$ cat src/design/aafc_pkg.sv
// Shared constants, register map and control layouts for the frame clock generator
// Summary of operation
// - Bit-clock divider codes 1000, 1001, 1010 divide the master clock by 24, 32, 48.
// - Bit-clock divider codes 1100 through 1111 all divide the master clock by 96.
// - Transmit frame clock is bit clock divided by 11-bit transmit rate, reset 080h.
// - Receive frame clock is bit clock divided by 11-bit receive rate, reset 080h.
// - Transmit path uses its own frame clock when select is 0, receive clock when 1.
// - Transmit invert bit 2 leaves frame clock normal at 0 and inverts it at 1.
// - Transmit force bit drives transmit frame clock always, in master and slave modes.
// - A running bit clock, internal or external, is needed for any frame clock output.
// - Transmit master bit 0 at 0 makes the pin an input unless forced; at 1 device drives it while a channel is enabled.
// - Receive invert bit 2 leaves frame clock normal at 0 and inverts it at 1.
// - Receive master mode without force outputs frame clock only while a channel is enabled.
// - Receive slave mode without force keeps the frame clock driver off so others may drive it.
// - Receive force bit generates receive frame clock always, in master and slave modes.
package aafc_pkg;

  localparam int AXI_AW = 12;
  localparam int RATE_W = 11;
  localparam int BDIV_W = 7;

  // Register indices; byte address is four times the index
  localparam logic [9:0] IDX_BCLK_CTRL = 10'h321;
  localparam logic [9:0] IDX_TX_RATE = 10'h322;
  localparam logic [9:0] IDX_TX_CTRL = 10'h323;
  localparam logic [9:0] IDX_RX_RATE = 10'h324;
  localparam logic [9:0] IDX_RX_CTRL = 10'h325;
  localparam logic [9:0] IDX_CHAN_EN = 10'h326;
  localparam logic [9:0] IDX_STATUS = 10'h327;

  localparam logic [15:0] RST_BCLK_CTRL = 16'h0000;
  localparam logic [15:0] RST_TX_RATE = 16'h0080;
  localparam logic [15:0] RST_TX_CTRL = 16'h0008;
  localparam logic [15:0] RST_RX_RATE = 16'h0080;
  localparam logic [15:0] RST_RX_CTRL = 16'h0000;
  localparam logic [15:0] RST_CHAN_EN = 16'h0000;

  // Writable bits; reserved bits read as zero
  localparam logic [15:0] MSK_BCLK_CTRL = 16'h010f;
  localparam logic [15:0] MSK_RATE = 16'h07ff;
  localparam logic [15:0] MSK_TX_CTRL = 16'h000f;
  localparam logic [15:0] MSK_RX_CTRL = 16'h0007;
  localparam logic [15:0] MSK_CHAN_EN = 16'h0003;

  localparam logic [1:0] RESP_OKAY = 2'b00;
  localparam logic [1:0] RESP_DECERR = 2'b11;

  // Master clock divisor per bit-clock divider code
  localparam logic [BDIV_W-1:0] BCLK_DIV_TABLE [16] = '{
    7'h01, 7'h02, 7'h03, 7'h04, 7'h06, 7'h08, 7'h0c, 7'h10,
    7'h18, 7'h20, 7'h30, 7'h40, 7'h60, 7'h60, 7'h60, 7'h60};

  typedef struct packed {
    logic [6:0] rsvd_hi;
    logic master;
    logic [3:0] rsvd_lo;
    logic [3:0] divider;
  } aafc_bclk_ctrl_t;

  typedef struct packed {
    logic [11:0] rsvd;
    logic src_sel;
    logic invert;
    logic force_out;
    logic master;
  } aafc_fc_ctrl_t;

  typedef struct packed {
    logic o;
    logic oe_n;
  } aafc_pin_t;

endpackage

$ cat src/design/aafc_top.sv
// Bit clock and frame clock generator with AXI4-Lite register slave
`timescale 1ns/1ps
`default_nettype none
module aafc_top
  import aafc_pkg::*;
(
  input wire logic CORE_CLK_I,
  input wire logic SYS_RST_I,
  input wire logic [AXI_AW-1:0] S_AXI_AWADDR_I,
  input wire logic S_AXI_AWVALID_I,
  output logic S_AXI_AWREADY_O,
  input wire logic [31:0] S_AXI_WDATA_I,
  input wire logic [3:0] S_AXI_WSTRB_I,
  input wire logic S_AXI_WVALID_I,
  output logic S_AXI_WREADY_O,
  output logic [1:0] S_AXI_BRESP_O,
  output logic S_AXI_BVALID_O,
  input wire logic S_AXI_BREADY_I,
  input wire logic [AXI_AW-1:0] S_AXI_ARADDR_I,
  input wire logic S_AXI_ARVALID_I,
  output logic S_AXI_ARREADY_O,
  output logic [31:0] S_AXI_RDATA_O,
  output logic [1:0] S_AXI_RRESP_O,
  output logic S_AXI_RVALID_O,
  input wire logic S_AXI_RREADY_I,
  input wire logic SECOND_BIT_CLOCK_I,
  output logic SECOND_BIT_CLOCK_O,
  output logic SECOND_BIT_CLOCK_OE_N_O,
  input wire logic TX_FRAME_CLOCK_I,
  output logic TX_FRAME_CLOCK_O,
  output logic TX_FRAME_CLOCK_OE_N_O,
  input wire logic RX_FRAME_CLOCK_I,
  output logic RX_FRAME_CLOCK_O,
  output logic RX_FRAME_CLOCK_OE_N_O,
  output logic TX_SYNC_O,
  output logic RX_SYNC_O
);

  // Register file
  aafc_bclk_ctrl_t bclk_q;
  aafc_bclk_ctrl_t bclk_d;
  logic [15:0] tx_rate_q;
  logic [15:0] tx_rate_d;
  aafc_fc_ctrl_t tx_ctrl_q;
  aafc_fc_ctrl_t tx_ctrl_d;
  logic [15:0] rx_rate_q;
  logic [15:0] rx_rate_d;
  aafc_fc_ctrl_t rx_ctrl_q;
  aafc_fc_ctrl_t rx_ctrl_d;
  logic [15:0] chan_en_q;
  logic [15:0] chan_en_d;

  // Bus handshake state
  logic bvalid_q;
  logic bvalid_d;
  logic [1:0] bresp_q;
  logic [1:0] bresp_d;
  logic rvalid_q;
  logic rvalid_d;
  logic [31:0] rdata_q;
  logic [31:0] rdata_d;
  logic [1:0] rresp_q;
  logic [1:0] rresp_d;
  logic wr_take;
  logic rd_take;
  logic [9:0] wr_idx;
  logic [9:0] rd_idx;
  logic [15:0] rd_val;
  logic rd_hit;

  // Clock generation
  logic [BDIV_W-1:0] bclk_div_n;
  logic bdiv_tick;
  logic bdiv_level;
  logic bclk_pin_s;
  logic tx_pin_s;
  logic rx_pin_s;
  logic bclk_prev_q;
  logic ext_rise;
  logic bit_tick;
  logic tx_gen;
  logic rx_gen;
  logic tx_fs;
  logic rx_fs;
  logic chan_any;
  logic tx_drive;
  logic rx_drive;
  aafc_pin_t bclk_pin_q;
  aafc_pin_t bclk_pin_d;
  aafc_pin_t tx_pin_q;
  aafc_pin_t tx_pin_d;
  aafc_pin_t rx_pin_q;
  aafc_pin_t rx_pin_d;
  logic tx_sync_q;
  logic tx_sync_d;
  logic rx_sync_q;
  logic rx_sync_d;

  function automatic logic [15:0] merge16(input logic [15:0] old, input logic [31:0] d,
                                          input logic [3:0] s, input logic [15:0] msk);
    logic [15:0] v;
    v = old;
    if (s[0])
    begin
      v[7:0] = d[7:0];
    end
    if (s[1])
    begin
      v[15:8] = d[15:8];
    end
    return v & msk;
  endfunction

  // Write address and data are taken together; one response outstanding at a time
  assign wr_take = S_AXI_AWVALID_I && S_AXI_WVALID_I && !bvalid_q;
  assign rd_take = S_AXI_ARVALID_I && !rvalid_q;
  assign wr_idx = S_AXI_AWADDR_I[11:2];
  assign rd_idx = S_AXI_ARADDR_I[11:2];
  assign S_AXI_AWREADY_O = wr_take;
  assign S_AXI_WREADY_O = wr_take;
  assign S_AXI_ARREADY_O = rd_take;
  assign S_AXI_BVALID_O = bvalid_q;
  assign S_AXI_BRESP_O = bresp_q;
  assign S_AXI_RVALID_O = rvalid_q;
  assign S_AXI_RDATA_O = rdata_q;
  assign S_AXI_RRESP_O = rresp_q;

  always_comb
  begin
    bclk_d = bclk_q;
    tx_rate_d = tx_rate_q;
    tx_ctrl_d = tx_ctrl_q;
    rx_rate_d = rx_rate_q;
    rx_ctrl_d = rx_ctrl_q;
    chan_en_d = chan_en_q;
    bvalid_d = bvalid_q && !S_AXI_BREADY_I;
    bresp_d = bresp_q;
    if (wr_take)
    begin
      bvalid_d = 1'b1;
      bresp_d = RESP_OKAY;
      case (wr_idx)
        IDX_BCLK_CTRL: bclk_d = merge16(bclk_q, S_AXI_WDATA_I, S_AXI_WSTRB_I, MSK_BCLK_CTRL);
        IDX_TX_RATE: tx_rate_d = merge16(tx_rate_q, S_AXI_WDATA_I, S_AXI_WSTRB_I, MSK_RATE);
        IDX_TX_CTRL: tx_ctrl_d = merge16(tx_ctrl_q, S_AXI_WDATA_I, S_AXI_WSTRB_I, MSK_TX_CTRL);
        IDX_RX_RATE: rx_rate_d = merge16(rx_rate_q, S_AXI_WDATA_I, S_AXI_WSTRB_I, MSK_RATE);
        IDX_RX_CTRL: rx_ctrl_d = merge16(rx_ctrl_q, S_AXI_WDATA_I, S_AXI_WSTRB_I, MSK_RX_CTRL);
        IDX_CHAN_EN: chan_en_d = merge16(chan_en_q, S_AXI_WDATA_I, S_AXI_WSTRB_I, MSK_CHAN_EN);
        IDX_STATUS: bresp_d = RESP_OKAY;
        default: bresp_d = RESP_DECERR;
      endcase
    end
  end

  always_comb
  begin
    rd_hit = 1'b1;
    case (rd_idx)
      IDX_BCLK_CTRL: rd_val = bclk_q;
      IDX_TX_RATE: rd_val = tx_rate_q;
      IDX_TX_CTRL: rd_val = tx_ctrl_q;
      IDX_RX_RATE: rd_val = rx_rate_q;
      IDX_RX_CTRL: rd_val = rx_ctrl_q;
      IDX_CHAN_EN: rd_val = chan_en_q;
      IDX_STATUS: rd_val = {12'h000, rx_drive, tx_drive, rx_fs, tx_fs};
      default:
      begin
        rd_val = 16'h0000;
        rd_hit = 1'b0;
      end
    endcase
    rvalid_d = rvalid_q && !S_AXI_RREADY_I;
    rdata_d = rdata_q;
    rresp_d = rresp_q;
    if (rd_take)
    begin
      rvalid_d = 1'b1;
      rdata_d = {16'h0000, rd_val};
      rresp_d = rd_hit ? RESP_OKAY : RESP_DECERR;
    end
  end

  always_ff @(posedge CORE_CLK_I or posedge SYS_RST_I)
  begin
    if (SYS_RST_I)
    begin
      bclk_q <= RST_BCLK_CTRL;
      tx_rate_q <= RST_TX_RATE;
      tx_ctrl_q <= RST_TX_CTRL;
      rx_rate_q <= RST_RX_RATE;
      rx_ctrl_q <= RST_RX_CTRL;
      chan_en_q <= RST_CHAN_EN;
      bvalid_q <= 1'b0;
      bresp_q <= RESP_OKAY;
      rvalid_q <= 1'b0;
      rdata_q <= 32'h0000_0000;
      rresp_q <= RESP_OKAY;
    end
    else
    begin
      bclk_q <= bclk_d;
      tx_rate_q <= tx_rate_d;
      tx_ctrl_q <= tx_ctrl_d;
      rx_rate_q <= rx_rate_d;
      rx_ctrl_q <= rx_ctrl_d;
      chan_en_q <= chan_en_d;
      bvalid_q <= bvalid_d;
      bresp_q <= bresp_d;
      rvalid_q <= rvalid_d;
      rdata_q <= rdata_d;
      rresp_q <= rresp_d;
    end
  end

  // Pin inputs cross in from the outside world
  aafc_sync2 u_sync_bclk (.clk_i(CORE_CLK_I), .rst_i(SYS_RST_I), .d_i(SECOND_BIT_CLOCK_I), .q_o(bclk_pin_s));
  aafc_sync2 u_sync_tx (.clk_i(CORE_CLK_I), .rst_i(SYS_RST_I), .d_i(TX_FRAME_CLOCK_I), .q_o(tx_pin_s));
  aafc_sync2 u_sync_rx (.clk_i(CORE_CLK_I), .rst_i(SYS_RST_I), .d_i(RX_FRAME_CLOCK_I), .q_o(rx_pin_s));

  // Master clock is the core clock; code 0000 gives no usable bit clock edge
  assign bclk_div_n = BCLK_DIV_TABLE[bclk_q.divider];

  aafc_div #(.W(BDIV_W)) u_bclk_div (
    .clk_i(CORE_CLK_I),
    .rst_i(SYS_RST_I),
    .adv_i(1'b1),
    .div_i(bclk_div_n),
    .tick_o(bdiv_tick),
    .level_o(bdiv_level)
  );

  // External bit clock is only usable below half the core rate
  assign ext_rise = bclk_pin_s && !bclk_prev_q;
  assign bit_tick = bclk_q.master ? bdiv_tick : ext_rise;

  aafc_div #(.W(RATE_W)) u_tx_div (
    .clk_i(CORE_CLK_I),
    .rst_i(SYS_RST_I),
    .adv_i(bit_tick),
    .div_i(tx_rate_q[RATE_W-1:0]),
    .tick_o(),
    .level_o(tx_gen)
  );

  aafc_div #(.W(RATE_W)) u_rx_div (
    .clk_i(CORE_CLK_I),
    .rst_i(SYS_RST_I),
    .adv_i(bit_tick),
    .div_i(rx_rate_q[RATE_W-1:0]),
    .tick_o(),
    .level_o(rx_gen)
  );

  always_comb
  begin
    chan_any = |chan_en_q[1:0];
    tx_drive = (tx_ctrl_q.master && chan_any) || tx_ctrl_q.force_out;
    rx_drive = (rx_ctrl_q.master && chan_any) || rx_ctrl_q.force_out;
    // Slave sense follows the pin unless the device drives it itself
    tx_fs = (tx_drive ? tx_gen : tx_pin_s) ^ tx_ctrl_q.invert;
    rx_fs = (rx_drive ? rx_gen : rx_pin_s) ^ rx_ctrl_q.invert;
    tx_sync_d = tx_ctrl_q.src_sel ? rx_fs : tx_fs;
    rx_sync_d = rx_fs;
    bclk_pin_d = '{o: bdiv_level, oe_n: !bclk_q.master};
    tx_pin_d = '{o: tx_gen ^ tx_ctrl_q.invert, oe_n: !tx_drive};
    rx_pin_d = '{o: rx_gen ^ rx_ctrl_q.invert, oe_n: !rx_drive};
  end

  always_ff @(posedge CORE_CLK_I or posedge SYS_RST_I)
  begin
    if (SYS_RST_I)
    begin
      bclk_prev_q <= 1'b0;
      bclk_pin_q <= '{o: 1'b0, oe_n: 1'b1};
      tx_pin_q <= '{o: 1'b0, oe_n: 1'b1};
      rx_pin_q <= '{o: 1'b0, oe_n: 1'b1};
      tx_sync_q <= 1'b0;
      rx_sync_q <= 1'b0;
    end
    else
    begin
      bclk_prev_q <= bclk_pin_s;
      bclk_pin_q <= bclk_pin_d;
      tx_pin_q <= tx_pin_d;
      rx_pin_q <= rx_pin_d;
      tx_sync_q <= tx_sync_d;
      rx_sync_q <= rx_sync_d;
    end
  end

  assign SECOND_BIT_CLOCK_O = bclk_pin_q.o;
  assign SECOND_BIT_CLOCK_OE_N_O = bclk_pin_q.oe_n;
  assign TX_FRAME_CLOCK_O = tx_pin_q.o;
  assign TX_FRAME_CLOCK_OE_N_O = tx_pin_q.oe_n;
  assign RX_FRAME_CLOCK_O = rx_pin_q.o;
  assign RX_FRAME_CLOCK_OE_N_O = rx_pin_q.oe_n;
  assign TX_SYNC_O = tx_sync_q;
  assign RX_SYNC_O = rx_sync_q;

  // Period check helper; a divider change voids the period in flight
  logic [7:0] bper_q;
  logic [7:0] bper_d;
  logic bchg_q;
  logic bchg_d;

  always_comb
  begin
    bper_d = bdiv_tick ? 8'h00 : bper_q + 8'h01;
    bchg_d = (bclk_d.divider != bclk_q.divider) || (bchg_q && !bdiv_tick);
  end

  always_ff @(posedge CORE_CLK_I or posedge SYS_RST_I)
  begin
    if (SYS_RST_I)
    begin
      bper_q <= 8'h00;
      bchg_q <= 1'b1;
    end
    else
    begin
      bper_q <= bper_d;
      bchg_q <= bchg_d;
    end
  end
endmodule
`default_nettype wire

$ cat src/design/aafc_sync2.sv
// Two-flop synchroniser for pin inputs
`timescale 1ns/1ps
`default_nettype none
module aafc_sync2 (
  input wire logic clk_i,
  input wire logic rst_i,
  input wire logic d_i,
  output logic q_o
);
  logic meta_q;
  logic sync_q;

  always_ff @(posedge clk_i or posedge rst_i)
  begin
    if (rst_i)
    begin
      meta_q <= 1'b0;
      sync_q <= 1'b0;
    end
    else
    begin
      meta_q <= d_i;
      sync_q <= meta_q;
    end
  end

  assign q_o = sync_q;
endmodule
`default_nettype wire

$ cat src/design/aafc_div.sv
// Counting divider: one period every div_i advances, high for the first half
`timescale 1ns/1ps
`default_nettype none
module aafc_div
  import aafc_pkg::*;
#(
  parameter int W = 11
) (
  input wire logic clk_i,
  input wire logic rst_i,
  input wire logic adv_i,
  input wire logic [W-1:0] div_i,
  output logic tick_o,
  output logic level_o
);
  logic [W-1:0] cnt_q;
  logic [W-1:0] cnt_d;
  logic last;

  always_comb
  begin
    // A zero divisor never ends a period and holds the level low, so no edges come out
    last = (div_i != '0) && (cnt_q >= div_i - W'(1));
    cnt_d = cnt_q;
    if (adv_i)
    begin
      cnt_d = last ? '0 : cnt_q + W'(1);
    end
  end

  always_ff @(posedge clk_i or posedge rst_i)
  begin
    if (rst_i)
    begin
      cnt_q <= '0;
    end
    else
    begin
      cnt_q <= cnt_d;
    end
  end

  assign tick_o = adv_i && last;
  assign level_o = (div_i != '0) && (cnt_q < (div_i >> 1));
endmodule
`default_nettype wire

$ cat config.mk
export PLATFORM = sky130hd
export DESIGN_NAME = aafc_top
export DESIGN_NICKNAME = d
export VERILOG_FILES = /design/src/design/aafc_pkg.sv /design/src/design/aafc_top.sv /design/src/design/aafc_sync2.sv /design/src/design/aafc_div.sv
export SDC_FILE = /design/constraint.sdc
export NUM_CORES = 1
export LEC_CHECK = 0
export ABC_AREA = 1
export CAP_MARGIN = 20
export CORE_ASPECT_RATIO = 0.75
export CORE_MARGIN = 4
export CORE_UTILIZATION = 25
export DETAILED_ROUTE_END_ITERATION = 16
export DONT_BUFFER_PORTS = 1
export PLACE_DENSITY = 0.45
export REMOVE_ABC_BUFFERS = 1
export SYNTH_ARGS = -nofsm -noshare
export SYNTH_HDL_FRONTEND = slang
export SYNTH_SLANG_ARGS = --single-unit
$ cat constraint.sdc
create_clock -name CORE_CLK_I -period 8.48 [get_ports CORE_CLK_I]
set_input_delay 1.272 -clock CORE_CLK_I [delete_from_list [all_inputs] [get_ports CORE_CLK_I]]
set_output_delay 1.272 -clock CORE_CLK_I [all_outputs]
set_load 0.01 [all_outputs]
==> impl_metrics.csv, run 1 <==
group,metric,value,unit
setup_path,critical-path-top-delay-family,"simple AND/OR/NAND/NOR gates",
placement,dpl_cell_area,0.00669,sq mm
power,pwr-share-seq,0.478,
synth,synth_flop_cell,"dfrtp_1",
setup_path,worst_r2r_path_depth,19,
finish,num-nets-final,940,
power,leakagePower,3.33,nW
setup_path,start_kind,"register",
detailed_routing,dr.pass1.iters,5,
synth,synth_warnings,0,
setup_path,r2r-start,"bclk_q[0]",
sta,period_needed,3840,ps
detailed_routing,vias_per_cell,4.48,
floorplanning,die_x,193,um
sta,tns,0,ps
power,p_per_area,155,mW/mm^2
sta,setup_viol,0,
finish,n_fill_cell,2755,
synth,ys_types,38,
setup_path,path_cells,"inv_1 > ha_1 > nor2_1 > nor2_1 > o21ai_0 > ha_1 > inv_1 > nor2_2 > xor2_1 > ha_1 > nand2_1 > nor3b_1 > nand3_1 > nand3_1 > and2_1 > nand2_4 > nand2_4 > nand3_1 > nand2_1",
synth,synthCells,815,
power,p_sw,0.000326,W
floorplanning,rows,50,
placement,port-buffer-count,0,
setup_path,setup.worst_path.end,"u_rx_div.cnt_q[9]",
placement,pre_cts_ws,4570,ps
cts,path_clk_slew,70,ps
detailed_routing,drt_wl_total,17800,um
synth,async_reset_ff_frac,1.00,
synth,syn-cell-area,0.00642,sq mm
outcome,outcome,"finished, final reports clean",
finish,final_layout_size_suffix_gt1_frac,0.0428,
sta,relSlewSlack,0.365,
finish,area_delta_synth_final,8.50,%
power,swShare,0.302,
finish,fin_util,0.278,
floorplanning,dieHeight,147,um
global_route,antenna_found_initial,0,
cts,htree_levels,3,
global_route,grt_first_pass_wirelength,28400,um
detailed_routing,vias,5176,
detailed_routing,drt-initial-drc-count,309,
cts,insertion_delay,360,ps
cts,postCtsResizedCells,0,
sta,rsz0062_at_grt,"no",
floorplanning,start_util,0.256,
job,drv_cap,0,
finish,fin_area,0.00696,sq mm
sta,whs,347,ps
global_route,grt_overflow,0,
global_route,gr-usage-all-layers,0.129,
placement,hpwlAfterDp,14000,um
floorplanning,dieArea,0.0283,sq mm
cts,cts_max_path_buffers,2,
detailed_routing,drc,0,
setup_path,critPathBufInv,2,
global_route,first_global_vias,4945,
finish,antenna_cells,0,
sta,worstMarginPinSlew,952,ps
global_route,grt_max_degree,60,
cts,cts_num_sinks,95,
setup_path,critPathKind,"register to register",
floorplanning,num_io_pins,119,
setup_path,r2r_setup_slack,4640,ps
setup_path,r2r_end,"u_rx_div.cnt_q[9]",
placement,gp_congestion,0.831,
synth,yosys_register_bits,95,
synth,synth.top_cell.area_share,0.347,
sta,hold_viol,0,
setup_path,worstPathRequired,8780,ps
sta,finalCritPeriodShare,0.453,
cts,cts_setup_buffers,0,
cts,root_buffer,"clkbuf_16",
cts,cts_tree,"built",
synth,synth_area_per_cell,7.88,sq um
synth,yosys.area.top_type,"dfrtp_1",
synth,synth_area_leaders,"dfrtp_1 35%, ha_1 11%, nand2_1 9.6%",
setup_path,critPathArrivalTime,4140,ps
synth,synth_edf_count,0,
power,p_comb_frac,0.154,
hold_path,hp-class,"register to register",
sta,fmax,0.260,GHz
cts,cts_buffers,9,
power,p_int,0.000752,W
setup_path,critPathSlowestCell,"dfrtp_1",
detailed_routing,wire_per_inst,15.4,um
power,ir_drop,0.0000939,V
floorplanning,core,0.0251,sq mm
cts,cts_hold_buf,0,
power,p_clk_frac,0.369,
sta,maxSlewViolCount,0,
detailed_routing,antenna_left,0,
setup_path,crit_path_start,"bclk_q[0]",
setup_path,crit_cells,19,
setup_path,cpPeakStageDelay,400,ps
synth,yosysSeqAreaShare,0.372,
sta,fin_ws,4640,ps
setup_path,cp-end-kind,"register",
setup_path,crit_fanout,23,
sta,worst_clock_skew,11.5,ps
## state kept, by name, indices dropped and copies added, names as in the netlist, 2 cells and up
register,flops
S_AXI_RDATA_O,11
bclk_q,5
chan_en_q,2
rx_ctrl_q,3
rx_rate_q,11
tx_ctrl_q,4
tx_rate_q,11
u_bclk_div.cnt_q,7
u_rx_div.cnt_q,11
u_tx_div.cnt_q,11
## cell usage after synthesis (all sizes together) (2+ instances only)
master / number
ha: 58
a21oi: 20
a31oi: 2
a211oi: 3
clkbuf: 9
o21ai: 55
nor4: 5
nand4: 15
dfrtp: 89
nand3b: 13
nand2: 167
or2: 2
a22o: 7
nand3: 79
and2: 2
inv: 103
xnor2: 8
xor2: 36
o22ai: 13
nor2: 60
nor3: 22
buf: 29
nor3b: 4
dfstp: 6
## power by group through the flow
| stage | logic, W | clock network, W | registers (W) |
|---|---|---|---|
| 2_1_floorplan | 0.000130 | 0 | 0.000508 |
| 3_3_place_gp | 0.000166 | 0 | 0.000523 |
| 3_5_place_dp | 0.000167 | 0 | 0.000523 |
| 4_1_cts | 0.000168 | 0.000413 | 0.000514 |
| 5_1_grt | 0.000197 | 0.000430 | 0.000520 |
| 6_report | 0.000166 | 0.000398 | 0.000515 |
## area by class of cell
class / instances / area, sq um / area share
Sequential cell: 95 / 2380 / 0.342
Inverter: 103 / 389 / 0.0559
Multi-Input combinational cell: 599 / 3460 / 0.497
Tap cell: 338 / 423 / 0.0607
Timing Repair Buffer: 4 / 30.0 / 0.00431
Clock inverter: 3 / 17.5 / 0.00252
Clock buffer: 13 / 260 / 0.0374
## layout by cell type (no fill, tap or decap), types with 8 or more instances in the layout
master     count
o21ai_0       53
nor2_1        57
inv_1        100
conb_1        21
xor2_1        36
a21oi_1       20
nand3b_1      13
clkbuf_16      9
o22ai_1       13
nand4_1       15
xnor2_1        8
dfrtp_1       89
nand2_1      165
nand3_1       79
ha_1          58
nor3_1        22
## logic make-up after synthesis
family	synth area share
AO/OA/AOI/OAI	0.0930
XOR/XNOR	0.0600
adder cells (fa/ha/maj)	0.113
buffers and inverters	0.101
flip-flops	0.372
other	0.000584
AND/OR/NAND/NOR	0.261
## per-stage QoR
stage                     total power (W)  instances
after global placement           0.000689       1139
after floorplan                  0.000638        797
final                             0.00108       1155
after detailed placement         0.000690       1139
after CTS                         0.00110       1155
after global routing              0.00115       1155
## layer usage
layer  track usage  routed length [um]  vias to the layer above
li1              -                   -                     2654
met1         0.212               10200                     2414
met2         0.171                6840                       98
met3        0.0245                 629                       10
met4        0.0297                 180                        0
met5             0                   0                        -
## worst min-delay path by stage
stage,depth (start not counted),startpoint,to,slack (ps)
6_report,0,u_sync_bclk.meta_q,u_sync_bclk.q_o,350
5_1_grt,0,u_sync_rx.meta_q,u_sync_rx.q_o,360
4_1_cts,0,u_sync_bclk.meta_q,u_sync_bclk.q_o,350
3_5_place_dp,0,u_sync_bclk.meta_q,u_sync_bclk.q_o,340
3_3_place_gp,0,u_sync_bclk.meta_q,u_sync_bclk.q_o,340
2_1_floorplan,0,u_sync_bclk.meta_q,u_sync_bclk.q_o,330
No activity file was read; power rests on OpenSTA's default activity.
==> inputs of run 2 (changes only) <==
--- a/config.mk
+++ b/config.mk
@@ -12,7 +12,7 @@
 export CORE_UTILIZATION = 25
 export DETAILED_ROUTE_END_ITERATION = 16
 export DONT_BUFFER_PORTS = 1
-export PLACE_DENSITY = 0.45
+export PLACE_DENSITY = 0.47
 export REMOVE_ABC_BUFFERS = 1
 export SYNTH_ARGS = -nofsm -noshare
 export SYNTH_HDL_FRONTEND = slang
==> constraint.sdc (replaced) <==
create_clock -name CORE_CLK_I -period 3.25 [get_ports CORE_CLK_I]
set_input_delay 0.4875 -clock CORE_CLK_I [delete_from_list [all_inputs] [get_ports CORE_CLK_I]]
set_output_delay 0.4875 -clock CORE_CLK_I [all_outputs]
set_load 0.01 [all_outputs]
==> impl_metrics.csv, run 2 (synthesis results as in run 1) <==
group,metric,value,unit
floorplanning,rows,50,
floorplanning,dieHeight,147,um
setup_path,worst_r2r_path_depth,18,
sta,fmax,0.330,GHz
global_route,first_global_vias,4936,
cts,path_clk_slew,70,ps
setup_path,path_cells,"inv_1 > ha_1 > nor2_2 > nor2_1 > o21ai_2 > ha_2 > inv_1 > nor2_2 > xor2_1 > ha_1 > a21oi_1 > o21a_1 > nand3_1 > and2_2 > nand2_8 > nand2_8 > nand3b_1 > nand2_1",
setup_path,critical-path-top-delay-family,"simple AND/OR/NAND/NOR gates",
power,p_per_area,416,mW/mm^2
cts,cts_tree,"built",
cts,cts_num_sinks,95,
sta,relSlewSlack,0.613,
finish,multiInputGateArea,0.00352,sq mm
cts,cts_setup_buffers,0,
detailed_routing,drt_wl_total,18200,um
power,ir_drop,0.000259,V
floorplanning,die_x,193,um
finish,fin_util,0.287,
sta,whs,-1.41,ps
sta,fin_ws,217,ps
placement,hpwlAfterDp,13900,um
floorplanning,start_util,0.256,
setup_path,critPathKind,"register to register",
outcome,violations,"hold timing",
placement,pre_cts_ws,103,ps
setup_path,worstPathRequired,3500,ps
sta,finalCritPeriodShare,0.933,
sta,maxSlewViolCount,0,
cts,cts_max_path_buffers,2,
setup_path,critPathBufInv,2,
setup_path,cp-end-kind,"register",
setup_path,critPathSlowestCell,"dfrtp_1",
global_route,gr-usage-all-layers,0.129,
finish,num-nets-final,952,
global_route,antenna_found_initial,0,
floorplanning,core,0.0251,sq mm
setup_path,r2r_setup_slack,220,ps
setup_path,cpPeakStageDelay,380,ps
cts,insertion_delay,370,ps
finish,area_delta_synth_final,12.1,%
setup_path,start_kind,"register",
job,drv_cap,0,
setup_path,r2r_end,"u_tx_div.cnt_q[4]",
global_route,grt_first_pass_wirelength,28200,um
cts,root_buffer,"clkbuf_16",
hold_path,hp-class,"primary input to async pin",
detailed_routing,dr.pass1.iters,5,
setup_path,crit_fanout,11,
sta,setup_viol,0,
sta,worstMarginPinSlew,573,ps
finish,final_common_cell,"nand2_1",
detailed_routing,wire_per_inst,15.6,um
sta,period_needed,3030,ps
detailed_routing,vias_per_cell,4.52,
outcome,outcome,"finished with violations",
detailed_routing,drc,0,
finish,final_layout_size_suffix_gt1_frac,0.0663,
power,leakagePower,3.43,nW
setup_path,r2r-start,"bclk_q[1]",
finish,antenna_cells,0,
detailed_routing,drt-initial-drc-count,377,
global_route,grt_overflow,0,
cts,cts_hold_buf,0,
finish,final_cell_mix,"165 x nand2_1, 100 x inv_1, 89 x dfrtp_1",
placement,gp_congestion,0.845,
setup_path,critPathArrivalTime,3280,ps
placement,port-buffer-count,0,
finish,seq_area,0.00238,sq mm
cts,cts_buffers,9,
sta,worst_clock_skew,13.4,ps
detailed_routing,vias,5273,
floorplanning,num_io_pins,119,
finish,n_fill_cell,2722,
global_route,grt_max_degree,67,
detailed_routing,antenna_left,0,
sta,hold_viol,1,
floorplanning,dieArea,0.0283,sq mm
cts,htree_levels,3,
==> run 2: repair_timing <==
item | CTS | global route
endpoints found under the setup margin | 0 | 22
resized for setup | 0 | 13
endpoints found under the hold margin | 0 | 0
==> run 2: worst max-delay path by stage <==
stage | start | to | slack (ps) | cells after the start
after global routing | bclk_q[1] | u_tx_div.cnt_q[2] | -6 | 18
after CTS | bclk_q[1] | u_tx_div.cnt_q[9] | 70 | 18
after floorplan | bclk_q[0] | u_tx_div.cnt_q[0] | 210 | 19
final | bclk_q[1] | u_tx_div.cnt_q[4] | 220 | 18
after global placement | bclk_q[1] | u_tx_div.cnt_q[0] | 120 | 18
after detailed placement | bclk_q[1] | u_tx_div.cnt_q[1] | 100 | 18
==> run 2: per-layer routing <==
layer | share of wire | global-route usage | up-vias
met5 | 0 | 0 | -
met4 | 0.011 | 0.0287 | 0
met3 | 0.042 | 0.0314 | 14
met2 | 0.39 | 0.168 | 101
met1 | 0.55 | 0.208 | 2470
li1 | - | - | 2688
==> run 2: where the power goes <==
| part | total (W) | internal, W | switching [W] | leakage [nW] |
|---|---|---|---|---|
| Clock | 0.00121 | 0.000683 | 0.000524 | 0.150 |
| Combinational | 0.000443 | 0.000174 | 0.000269 | 2.02 |
| Sequential | 0.00134 | 0.00124 | 0.000107 | 1.26 |
| Total | 0.00299 | 0.00209 | 0.000900 | 3.43 |
==> run 2: worst register-to-register path: stages (launching register included) <==
cell and delay, ps:
dfrtp_1 380, inv_1 90, ha_1 300, nor2_2 120, nor2_1 60, o21ai_2 70, ha_2 190, inv_1 70
nor2_2 140, xor2_1 160, ha_1 280, a21oi_1 170, o21a_1 140, nand3_1 70, and2_2 240, nand2_8 140
nand2_8 110, nand3b_1 140, nand2_1 50
==> run 2: per-stage QoR <==
| step | total power (W) | cells | hold slack [ps] | instance area [sq um] | setup TNS, ps |
|---|---|---|---|---|---|
| global placement | 0.00180 | 1149 | 336 | 6770 | 0 |
| CTS | 0.00303 | 1165 | 9.09 | 7100 | 0 |
| finish | 0.00299 | 1167 | -1.41 | 7200 | 0 |
| global route | 0.00316 | 1167 | 18.9 | 7200 | -9.73 |
| detailed placement | 0.00180 | 1149 | 335 | 6770 | 0 |
| floorplan | 0.00167 | 797 | 331 | 6230 | 0 |
==> run 2: final cells by class <==
type                       instances  share of cell area
multi-input combinational        600               0.489
sequential                        95               0.331
tap                              338              0.0588
inverter                         103              0.0541
clock buffer                       9              0.0313
timing repair buffer              15              0.0216
clock inverter                     7              0.0143
